===== config.mk =====
export PLATFORM = sky130hd
export DESIGN_NAME = oag_operand_address_generator
export DESIGN_NICKNAME = d
export VERILOG_FILES = /design/src/shared/oag_pkg.sv /design/src/rtl/oag_ea_adder.sv /design/src/rtl/oag_operand_address_generator.sv /design/src/rtl/oag_reg_select.sv
export SDC_FILE = /design/constraint.sdc
export NUM_CORES = 1
export LEC_CHECK = 0
export BUFFER_PORTS_ARGS = -buffer_cell sky130_fd_sc_hd__buf_2
export CAP_MARGIN = 0
export CORE_UTILIZATION = 41
export DETAILED_ROUTE_END_ITERATION = 8
export GPL_ROUTABILITY_DRIVEN = 0
export MAX_ROUTING_LAYER = met4
export PLACE_DENSITY = 0.77
export SLEW_MARGIN = 20
export SYNTH_ARGS = -nofsm -noshare
export SYNTH_HDL_FRONTEND = slang
export SYNTH_SLANG_ARGS = --single-unit

===== constraint.sdc =====
create_clock -name clk -period 4.25 [get_ports clk]
set_input_delay 1.275 -clock clk [delete_from_list [all_inputs] [get_ports clk]]
set_output_delay 1.275 -clock clk [all_outputs]
set_load 0.1 [all_outputs]

===== src/shared/oag_pkg.sv =====
// Purpose: Constants and types for the operand address generator.
// Assumes: 8-bit core, 16-bit address space, four register banks.
// Notes: Shared by the generator and its two helper modules.
package oag_pkg;

    // Operand addressing modes presented by the decoder
    typedef enum logic [3:0] {
        OAG_MODE_NONE     = 4'b0000,
        OAG_MODE_IMPLIED  = 4'b0001,
        OAG_MODE_REG8     = 4'b0010,
        OAG_MODE_REG16    = 4'b0011,
        OAG_MODE_DIRECT   = 4'b0100,
        OAG_MODE_SHORT    = 4'b0101,
        OAG_MODE_SFR      = 4'b0110,
        OAG_MODE_INDIRECT = 4'b0111,
        OAG_MODE_BASED    = 4'b1000,
        OAG_MODE_BASEDIDX = 4'b1001,
        OAG_MODE_STACK    = 4'b1010
    } oag_mode_e;

    // Instructions that address the accumulator without an operand field
    typedef enum logic [2:0] {
        OAG_IMP_MULTIPLY   = 3'b000,
        OAG_IMP_WORDDIVIDE = 3'b001,
        OAG_IMP_ADJADD     = 3'b010,
        OAG_IMP_ADJSUB     = 3'b011,
        OAG_IMP_ROTLEFT    = 3'b100,
        OAG_IMP_ROTRIGHT   = 3'b101
    } oag_implied_e;

    // Absolute register and pair numbers
    localparam logic [2:0] OAG_REG_X = 3'h0;
    localparam logic [2:0] OAG_REG_A = 3'h1;
    localparam logic [2:0] OAG_REG_C = 3'h2;
    localparam logic [2:0] OAG_REG_B = 3'h3;
    localparam logic [1:0] OAG_PAIR_ACC = 2'h0;
    localparam logic [1:0] OAG_PAIR_SECOND = 2'h2;
    localparam logic [1:0] OAG_PAIR_BASE = 2'h3;

    // Address map figures
    localparam logic [15:0] OAG_SHORT_BASE = 16'hFE00;
    localparam logic [7:0] OAG_SHORT_WRAP = 8'h20;
    localparam logic [7:0] OAG_SFR_PAGE = 8'hFF;
    localparam logic [7:0] OAG_SFR_GAP_LO = 8'hD0;
    localparam logic [7:0] OAG_SFR_GAP_HI = 8'hDF;
    localparam logic [15:0] OAG_RAM_LO = 16'hFE20;
    localparam logic [15:0] OAG_RAM_HI = 16'hFEFF;
    localparam logic [15:0] OAG_STACK_LO_DEF = 16'hFB00;
    localparam logic [15:0] OAG_STACK_HI_DEF = 16'hFEFF;
    localparam int OAG_SHORT_BIT = 8;

endpackage : oag_pkg


===== src/rtl/oag_ea_adder.sv =====
// Purpose: 16-bit base plus zero-extended byte offset.
// Assumes: Offset is unsigned.
// Notes: Carry out of bit 15 is dropped on purpose.
`timescale 1ns/1ps
module oag_ea_adder (
    input wire logic [15:0] base, // Base pointer value
    input wire logic [7:0] offset, // Unsigned displacement
    output logic [15:0] sum // Wrapped sum
);
    import oag_pkg::*;

    logic [16:0] wide;

    // Wide sum, then truncate to discard the carry
    always_comb begin
        wide = {1'b0, base} + {9'h000, offset};
        sum = wide[15:0];
    end
endmodule : oag_ea_adder


===== src/rtl/oag_operand_address_generator.sv =====
// Purpose: Turns a decoded operand field into a register pick or an effective address.
// Assumes: Register file contents are visible as the banked pairs and bytes below.
// Notes: One clock of latency from request to result.
//        Faults are flags only; the core decides whether to trap the access.
// Operation
// - Multiply takes accumulator, product into accumulator pair
// - Word divide uses accumulator pair both ways
// - Decimal adjusts correct the accumulator
// - Digit rotates hold digits in accumulator
// - Bank flags plus 3-bit code pick register
// - Function names map to absolute registers, pairs
// - Direct mode uses 16-bit immediate address
// - Short direct reaches FE20H to FF1FH only
// - Bit 8 set only for immediates below 20H
// - RAM FE20H-FEFFH, SFRs FF00H-FF1FH in window
// - SFR mode selects FF00H-FFCFH or FFE0H-FFFFH
// - Low SFRs also reachable by short direct
// - Indirect uses banked second or base pair
// - Based adds zero-extended byte to base pair
// - Based indexed adds banked B or C
// - Stack mode automatic for push, pop, call, interrupts
// - Stack reaches internal high-speed RAM only
`timescale 1ns/1ps
module oag_operand_address_generator #(
    parameter logic [15:0] STACK_LO = oag_pkg::OAG_STACK_LO_DEF, // Stack RAM low bound
    parameter logic [15:0] STACK_HI = oag_pkg::OAG_STACK_HI_DEF // Stack RAM high bound
) (
    input wire logic clk, // Core clock
    input wire logic reset, // Synchronous reset, active high
    input wire logic opValid, // Operand request this cycle
    input wire oag_pkg::oag_mode_e opMode, // Addressing mode
    input wire oag_pkg::oag_implied_e impliedOp, // Implied instruction kind
    input wire logic [2:0] regCode, // Register or pair code
    input wire logic wordOp, // Word-sized operand
    input wire logic indexUsesB, // Based indexed picks B, else C
    input wire logic pointerIsBase, // Indirect uses base pair, else second
    input wire logic [15:0] imm16, // 16-bit immediate
    input wire logic [7:0] imm8, // 8-bit immediate
    input wire logic bank_select_bit0, // Bank select flag 0
    input wire logic bank_select_bit1, // Bank select flag 1
    input wire logic [15:0] basePointerPair, // Banked base pair contents
    input wire logic [15:0] secondPointerPair, // Banked second pair contents
    input wire logic [7:0] indexB, // Banked B register
    input wire logic [7:0] indexC, // Banked C register
    input wire logic [15:0] stack_pointer, // Stack pointer contents
    output logic resValid, // Result valid pulse
    output logic isRegister, // Operand is a register
    output logic [4:0] srcIndex, // Absolute source byte index
    output logic [4:0] dstIndex, // Absolute destination byte index
    output logic dstWord, // Destination is a pair
    output logic [15:0] effAddr, // Memory effective address
    output logic inShortRam, // Address in short window RAM
    output logic inShortSfr, // Address in short window SFRs
    output logic addrFault // Misaligned short or SFR word, SFR gap, stack outside RAM or unassigned implied code
);
    import oag_pkg::*;

    ////////////////////////////////////////////////////////////////////////////////
    // Combinational helpers

    logic [1:0] bankSel;
    logic [4:0] regIndex;
    logic [15:0] basedSum;
    logic [15:0] indexedSum;
    logic [7:0] indexByte;

    assign bankSel = {bank_select_bit1, bank_select_bit0};
    assign indexByte = indexUsesB ? indexB : indexC;

    oag_reg_select regSel (
        .bankSel(bankSel),
        .regCode(regCode),
        .wordOp(wordOp),
        .byteIndex(regIndex),
        .absReg()
    );

    oag_ea_adder basedAdd (
        .base(basePointerPair),
        .offset(imm8),
        .sum(basedSum)
    );

    oag_ea_adder indexedAdd (
        .base(basePointerPair),
        .offset(indexByte),
        .sum(indexedSum)
    );

    ////////////////////////////////////////////////////////////////////////////////
    // Implied accumulator picks

    logic [4:0] accByteIndex;
    logic [4:0] accPairIndex;
    logic impliedKnown;

    // The accumulator follows the active bank like every other register, so an
    // interrupt handler that switches banks gets its own multiply operands;
    // the pair index names the even byte, its odd partner is the high half
    assign accByteIndex = {bankSel, OAG_REG_A};
    assign accPairIndex = {bankSel, OAG_PAIR_ACC, 1'b0};

    // Unassigned implied codes fault instead of touching the accumulator
    always_comb begin
        case (impliedOp)
            OAG_IMP_MULTIPLY, OAG_IMP_WORDDIVIDE, OAG_IMP_ADJADD,
            OAG_IMP_ADJSUB, OAG_IMP_ROTLEFT, OAG_IMP_ROTRIGHT: begin
                impliedKnown = 1'b1;
            end
            default: begin
                impliedKnown = 1'b0;
            end
        endcase
    end

    ////////////////////////////////////////////////////////////////////////////////
    // Short direct window

    logic shortLowImm;
    logic [15:0] shortAddr;
    logic shortOddWord;

    // bit 8 from immediate range
    // Low immediates fold up past the RAM top into the register page, so the
    // window is one contiguous span with no hole between its halves
    always_comb begin
        shortLowImm = (imm8 < OAG_SHORT_WRAP);
        shortAddr = OAG_SHORT_BASE | {8'h00, imm8};
        shortAddr[OAG_SHORT_BIT] = shortLowImm;
    end

    // even word address check
    // Only flagged here; the core decides how a misaligned word is trapped
    assign shortOddWord = wordOp & imm8[0];

    ////////////////////////////////////////////////////////////////////////////////
    // Register page

    logic [15:0] sfrAddr;
    logic sfrInGap;
    logic sfrOddWord;

    assign sfrAddr = {OAG_SFR_PAGE, imm8};

    // even word SFR check
    // A gap address is still shown on the address output; only the fault marks it
    always_comb begin
        sfrInGap = (imm8 >= OAG_SFR_GAP_LO) && (imm8 <= OAG_SFR_GAP_HI);
        sfrOddWord = wordOp & imm8[0];
    end

    ////////////////////////////////////////////////////////////////////////////////
    // Pointer and stack addresses

    logic [15:0] pointerAddr;
    logic stackBelow;
    logic stackAbove;

    // banked pointer indirect
    // Both pairs already come from the active bank; the opcode bit only picks one
    assign pointerAddr = pointerIsBase ? basePointerPair : secondPointerPair;

    // stack confined to RAM
    // An outside pointer still yields its address; the fault lets the core stop
    // the push before it lands in some other memory, and a bad pop before it
    // returns data that never came from the stack
    always_comb begin
        stackBelow = (stack_pointer < STACK_LO);
        stackAbove = (stack_pointer > STACK_HI);
    end

    ////////////////////////////////////////////////////////////////////////////////
    // Mode check

    logic modeKnown;
    logic memResult;

    // Codes outside the mode table give no result, rather than a stray address
    // that the memory bus would act on
    always_comb begin
        case (opMode)
            OAG_MODE_IMPLIED, OAG_MODE_REG8, OAG_MODE_REG16, OAG_MODE_DIRECT,
            OAG_MODE_SHORT, OAG_MODE_SFR, OAG_MODE_INDIRECT, OAG_MODE_BASED,
            OAG_MODE_BASEDIDX, OAG_MODE_STACK: begin
                modeKnown = 1'b1;
            end
            default: begin
                modeKnown = 1'b0;
            end
        endcase
    end

    ////////////////////////////////////////////////////////////////////////////////
    // Next-value computation

    logic next_resValid;
    logic next_isRegister;
    logic [4:0] next_srcIndex;
    logic [4:0] next_dstIndex;
    logic next_dstWord;
    logic [15:0] next_effAddr;
    logic next_inShortRam;
    logic next_inShortSfr;
    logic next_addrFault;

    // Decode the mode into register picks or an address
    always_comb begin
        next_resValid = opValid && modeKnown;
        next_isRegister = 1'b0;
        next_srcIndex = 5'h00;
        next_dstIndex = 5'h00;
        next_dstWord = 1'b0;
        next_effAddr = 16'h0000;
        next_addrFault = 1'b0;
        if (opValid) begin
            case (opMode)
                OAG_MODE_IMPLIED: begin
                    next_isRegister = 1'b1;
                    case (impliedOp)
                        OAG_IMP_MULTIPLY: begin
                            next_srcIndex = accByteIndex;
                            next_dstIndex = accPairIndex;
                            next_dstWord = 1'b1;
                        end
                        OAG_IMP_WORDDIVIDE: begin
                            next_srcIndex = accPairIndex;
                            next_dstIndex = accPairIndex;
                            next_dstWord = 1'b1;
                        end
                        OAG_IMP_ADJADD, OAG_IMP_ADJSUB: begin
                            next_srcIndex = accByteIndex;
                            next_dstIndex = accByteIndex;
                        end
                        OAG_IMP_ROTLEFT, OAG_IMP_ROTRIGHT: begin
                            next_srcIndex = accByteIndex;
                            next_dstIndex = accByteIndex;
                        end
                        default: begin
                            next_isRegister = impliedKnown;
                            next_addrFault = !impliedKnown;
                        end
                    endcase
                end
                OAG_MODE_REG8, OAG_MODE_REG16: begin
                    next_isRegister = 1'b1;
                    next_srcIndex = regIndex;
                    next_dstIndex = regIndex;
                    next_dstWord = (opMode == OAG_MODE_REG16);
                end
                OAG_MODE_DIRECT: begin
                    next_effAddr = imm16;
                end
                OAG_MODE_SHORT: begin
                    next_effAddr = shortAddr;
                    next_addrFault = shortOddWord;
                end
                OAG_MODE_SFR: begin
                    next_effAddr = sfrAddr;
                    next_addrFault = sfrInGap | sfrOddWord;
                end
                OAG_MODE_INDIRECT: begin
                    next_effAddr = pointerAddr;
                end
                OAG_MODE_BASED: begin
                    next_effAddr = basedSum;
                end
                OAG_MODE_BASEDIDX: begin
                    next_effAddr = indexedSum;
                end
                OAG_MODE_STACK: begin
                    next_effAddr = stack_pointer;
                    next_addrFault = stackBelow | stackAbove;
                end
                default: begin
                    next_resValid = 1'b0;
                end
            endcase
        end
    end

    // low SFRs via short window
    // Judged on the final address, so pointer accesses that land in the window
    // are flagged the same way as short direct ones
    always_comb begin
        memResult = !next_isRegister && next_resValid;
        next_inShortRam = memResult
            && (next_effAddr >= OAG_RAM_LO) && (next_effAddr <= OAG_RAM_HI);
        next_inShortSfr = memResult
            && (next_effAddr[15:8] == OAG_SFR_PAGE) && (next_effAddr[7:0] < OAG_SHORT_WRAP);
    end

    ////////////////////////////////////////////////////////////////////////////////
    // Result registers; outputs come straight from here

    // Registered results; the one clock of latency keeps the adders and compares
    // off the register file read path
    always_ff @(posedge clk) begin
        if (reset) begin
            resValid <= 1'b0;
            isRegister <= 1'b0;
            srcIndex <= 5'h00;
            dstIndex <= 5'h00;
            dstWord <= 1'b0;
            effAddr <= 16'h0000;
            inShortRam <= 1'b0;
            inShortSfr <= 1'b0;
            addrFault <= 1'b0;
        end else begin
            resValid <= next_resValid;
            isRegister <= next_isRegister;
            srcIndex <= next_srcIndex;
            dstIndex <= next_dstIndex;
            dstWord <= next_dstWord;
            effAddr <= next_effAddr;
            inShortRam <= next_inShortRam;
            inShortSfr <= next_inShortSfr;
            addrFault <= next_addrFault;
        end
    end
endmodule : oag_operand_address_generator


===== src/rtl/oag_reg_select.sv =====
// Purpose: Maps bank flags and register code to an absolute file index.
// Assumes: Register file holds four banks of eight bytes.
// Notes: Purely combinational; the caller registers the result.
`timescale 1ns/1ps
module oag_reg_select (
    input wire logic [1:0] bankSel, // Bank select flags
    input wire logic [2:0] regCode, // Register code from opcode
    input wire logic wordOp, // Code names a pair
    output logic [4:0] byteIndex, // Absolute byte index, low byte for pairs
    output logic [2:0] absReg // Absolute register number within the bank
);
    import oag_pkg::*;

    // Pairs take the even register as their low half
    always_comb begin
        absReg = wordOp ? {regCode[1:0], 1'b0} : regCode;
        byteIndex = {bankSel, absReg};
    end
endmodule : oag_reg_select


-- After elaboration in Yosys (flattened, before gate mapping)
Memories as Yosys holds them, arrays and structs flattened.
Index checks and enable logic that the tools add are counted.
- register bits: 32
- memory bits (read-only): 16
- input port bits: 106
- output and inout port bits: 32
- logic and storage cells: 76
- memories kept: 1
- memory list (memory ; words ; width ; read ports ; clocked after Yosys merged registers in ; wr ports ; line ; RTL):
    (name not given) ; 16 ; 1 ; 1 ; 0 ; 0 ; oag_operand_address_generator.sv:181 ; case (opMode)
- add/sub/neg operators: 2
- magnitude comparators: 8
- equal/unequal tests: 16
- multiplexer cells: 19
- bitwise operators: 4
- reductions and logical operators: 17
- operators by type and width (cell ; number):
    $pmux W16 S7 ; 1
    $pmux W5 S2 ; 4
    $add A16 B8 Y16 ; 2
    $mux W16 ; 2
    $eq A4 B3 Y1 const B ; 4
    $ge A16 B16 Y1 const B ; 1
    $gt A16 B16 Y1 const B ; 1
    $le A16 B16 Y1 const B ; 1
    $lt A16 B16 Y1 const B ; 1
    $lt A8 B6 Y1 const B ; 2
    $eq A4 B4 Y1 const B ; 3
    $reduce_or A10 Y1 ; 1
    $eq A4 B2 Y1 const B ; 2
    $eq A8 B8 Y1 const B ; 1
    $ge A8 B8 Y1 const B ; 1
    $le A8 B8 Y1 const B ; 1
    $mux W8 ; 1
    $logic_and A1 B1 Y1 ; 7
    $mux W1 ; 7
    $eq A3 B2 Y1 const B ; 2
    $eq A3 B3 Y1 const B ; 2
    $reduce_or A2 Y1 ; 3
    $reduce_or A6 Y1 ; 1
    $reduce_or A5 Y1 ; 1
    other kinds (11) ; 14

-- Logic depth before layout (Yosys ltp)
- word-level depth: 10
- gate-level depth with buffers: 15
- gate-level depth less buffers: 13

-- Modules after synthesis
From an unflattened synthesis, not the netlist that was laid out.
- cells, all modules: 362
- area total of the unflattened synthesis: 3175.5 um^2
- modules (own cells, without submodules) (module ; instances ; cells an instance ; area an instance (um^2) ; sequential area each (um^2)):
    oag_operand_address_generator ; 1 ; 230 ; 2125.8 ; 600.6
    oag_ea_adder ; 2 ; 62 ; 490.5 ; 0.0
    oag_reg_select ; 1 ; 8 ; 68.8 ; 0.0

-- Worst setup path before layout
Ideal clock, no wire load.
- path type: input to register
- start: input port opMode[3]
- end: register inShortRam
- library setup time: 0.096 ns
- data arrival time: 4.476 ns
- required time: 4.154 ns
- setup slack: -0.322 ns
- cell stages on the path: 15
- path buffers: 3
- path through: buf_2 -> nor2b_1 -> and3_1 -> clkbuf_1 -> clkbuf_1 -> a21oi_1 -> ha_1 -> fa_1 -> a21oi_1 -> o2111a_1 -> o211ai_1 -> a21boi_1 -> a311oi_2 -> nand4_1 -> nor4b_1
- longest elaborated chain between the ends: 8
- elaborated cells between the ends (all ways): 26
- those cells by class: order compare: 2; eq/ne: 10; mux: 6; reduce/logical: 7; memory: 1
- RTL lines (element ; line ; RTL):
    start, declared ; oag_operand_address_generator.sv:31 ; input wire oag_pkg::oag_mode_e opMode,
    branches (longest 7 deep; another with $ge A16 B16 Y1) ; n/a ;
    $logic_and A1 B1 Y1 (*) ; oag_operand_address_generator.sv:287 ; && (next_effAddr >= OAG_RAM_LO) && (next_effAddr <= OAG_RAM_HI);
    end signal, assigned ; oag_operand_address_generator.sv:315 ; inShortRam <= next_inShortRam;
    end, declared ; oag_operand_address_generator.sv:52 ; output logic inShortRam,
Every way passes the cells marked *.
A chain may end at the register's enable or synchronous reset.

-- Worst setup path in the final report
- start: input port opMode[2]
- end: register inShortRam
The elaborated chain is that of the path after synthesis.

==> metrics <==
unrepaired setup endpoints after global routing false; total track usage 0.2816; Core Area approximately 6000 um^2; share of layout cells above drive strength 1 0.3630; CP startpoint kind input pin; largest net degree at the start of global routing 26; io pins 138; CTS max path bufs 2; classification of the worst setup path input pin to flip-flop; first-pass GRT wire length between 10 and 15 mm; Async SR Flop Fraction 0; CP Max Fanout 11; leakage between 1.5 and 2 nW; worst slew pin tran about 590 ps; CTS clk-pin slew, worst paths 60 ps; I/O Buffers 137; Post-synth EDFFs 0; Multi-input gate area approximately 1800 um^2; Max stage delay on crit path around 440 ps; drt drc 0; CP dominant cell by count a21oi_1; Die W 80.69 um; Slew Viols, Final 0; Post-Syn Area approximately 2500 um^2; Setup Buffers After CTS 0; vias post-DR approximately 3000; WP buf/inv 2; pwr dens about 250 nW/um^2; WP depth 13; starting density of the core 0.4263; Fillers 571; Hold Vio Cnt, Final 0; VDD IR max 0.0002064 V; die height between 80 and 90 um; number of synthesized register bits 30; std cell rows 28; crit path DAT approximately 4200 ps; ANT nets after route 0; cts hold-fix bufs 0; Final Non-Filler Cells 535; full die area between 6000 and 7000 um^2; CP max-delay cell fa_1; synth warn 0; dominant synthesized flop cell dfxtp_1; Worst Path Required 4420 ps; DRT Wirelength between 8 and 9 mm; number of detailed-route iterations in the first pass 5; fmax roughly 250 MHz; area grow syn2layout 33.32%; Hold Crit Class input pin to flip-flop; placed cells about 530; WHS Path Cells 2; Period minus WS final 3989 ps; Mapped Cells 327; Netlist cell types 60; DRT iter0 DRCs approximately 360; setup_tns 0 ps; vias in the first global route ~2900; Syn Nets 443; status complete, no violations; period utilization 0.9387; clk root buf clkbuf_8; Mean Syn Cell Area ~7.8 um^2; CTS tree built; CP delay by family, top compound AO/OA/AOI/OAI gates; n_diodes 0; number of buffers created by CTS 5; global route overflow 0; CP endpoint kind flip-flop; sequential share of the synthesized area 0.2366; routed length per instance 16.70 um; MaxCap Viol Count 0; relative slew slack 0.6059; H-tree depth 2; FF+latch area 600.6 um^2; CTS Sinks 30; nets approximately 580; CTS resizes 0; initial antenna violation count 0; critical path, cell by cell buf_2 > nor2b_4 > and3_1 > buf_4 > a21oi_1 > fa_1 > a21oi_1 > o2111a_1 > o211ai_1 > a21boi_1 > a311oi_2 > nand4_1 > nor4b_1; via-per-instance ratio a little under 6; final setup fails 0; DP Wirelength about 7.2 mm
==> metal layers <==
metal | vias up | track usage | share of wire
met5 | - | - | 0
met4 | 0 | 0.1089 | 0.021
met3 | 19 | 0.05000 | 0.10
met2 | 188 | 0.4737 | 0.49
met1 | 1403 | 0.3315 | 0.38
li1 | 1480 | - | -
==> layout make-up <==
cell class | instances | share of cell area
repair buffers | 147 | 0.2248
multi-input cells | 269 | 0.5364
inverters | 6 | 0.006654
well taps | 75 | 0.02773
flip-flops and latches | 30 | 0.1774
clock buffers | 7 | 0.02551
clock inverters | 1 | 0.001479
==> kinds of logic (layout without fill, tap and decap cells) <==
kind of cell	after synthesis	after routing	synth area share
AND/OR/NAND/NOR	114	114	0.2366
AO/OA/AOI/OAI	103	103	0.2612
multiplexers	31	31	0.1242
flip-flops	30	30	0.2366
buffers and inverters	28	161	0.05125
XOR/XNOR	11	11	0.03795
adder cells (fa/ha/maj)	10	10	0.05224
==> sequential cells by signal, summed over array words and instances, names as in the netlist <==
signal,flops
dstWord,1
effAddr,16
inShortSfr,1
dstIndex,3
resValid,1
addrFault,1
srcIndex,5
isRegister,1
inShortRam,1
==> power by group <==
group          switching, mW  internal, mW  total, mW
Sequential           0.00119         0.287      0.288
Clock                  0.102         0.130      0.232
Combinational          0.196         0.121      0.317
Total                  0.299         0.539      0.837
==> per-stage QoR <==
step	setup slack [ps]	power, mW	cell area [um^2]	util	hold WS [ps]
floorplan	26.05	0.4962	2551	-	1397
global route	51.80	0.8791	3385	0.5683	1212
finish	260.5	0.8375	3385	0.5683	1210
CTS	293.9	0.8361	3385	0.5683	1208
global placement	157.1	0.5995	3293	0.5529	1493
detailed placement	18.46	0.6042	3293	0.5529	1498
==> synth_stat cells (3+ instances only) <==
master	instances	area share
nor2b_1	4	0.0099
o211ai_1	5	0.015
dfxtp_1	30	0.24
nand2b_1	3	0.0074
nor2_1	37	0.055
and2_1	4	0.0099
buf_2	8	0.016
inv_1	6	0.0089
and3_1	3	0.0074
nor3_1	3	0.0059
a211oi_1	4	0.012
nor4_1	6	0.015
o21ai_1	5	0.0099
ha_1	9	0.044
xnor2_1	6	0.021
xor2_1	5	0.017
nand2_1	23	0.034
o221ai_1	3	0.010
a221oi_1	7	0.024
mux2_2	3	0.013
o21a_1	3	0.0089
o22ai_1	3	0.0074
nand4b_1	3	0.010
clkbuf_1	9	0.013
mux2i_1	27	0.11
nand3_1	10	0.020
a21oi_1	36	0.071
o21ai_0	14	0.028
a31oi_1	7	0.017
==> cells in the final DEF, fill, tap and decap left out, types with 4 or more instances in the layout <==
cell | synthesis | final
nand3_1 | 10 | 10
clkbuf_8 | 0 | 6
o21ai_1 | 5 | 5
nor4_1 | 6 | 6
xnor2_1 | 6 | 6
o21ai_0 | 14 | 14
a31oi_1 | 7 | 7
and2_1 | 4 | 4
dfxtp_1 | 30 | 30
o211ai_1 | 5 | 5
xor2_1 | 5 | 5
nor2_1 | 37 | 37
nand2_1 | 23 | 23
buf_4 | 2 | 10
inv_1 | 6 | 6
mux2i_1 | 27 | 27
a21oi_1 | 36 | 36
a221oi_1 | 7 | 7
buf_2 | 8 | 137
ha_1 | 9 | 9
a211oi_1 | 4 | 4
==> final timing paths <==
kind                                endpoint              from  slack [ps]
worst max-delay path   inShortRam$_SDFF_PP0_         opMode[2]         260
worst min-delay path  dstIndex[3]$_SDFF_PP0_  bank_select_bit0        1210
(Power assumes the default switching activity.)
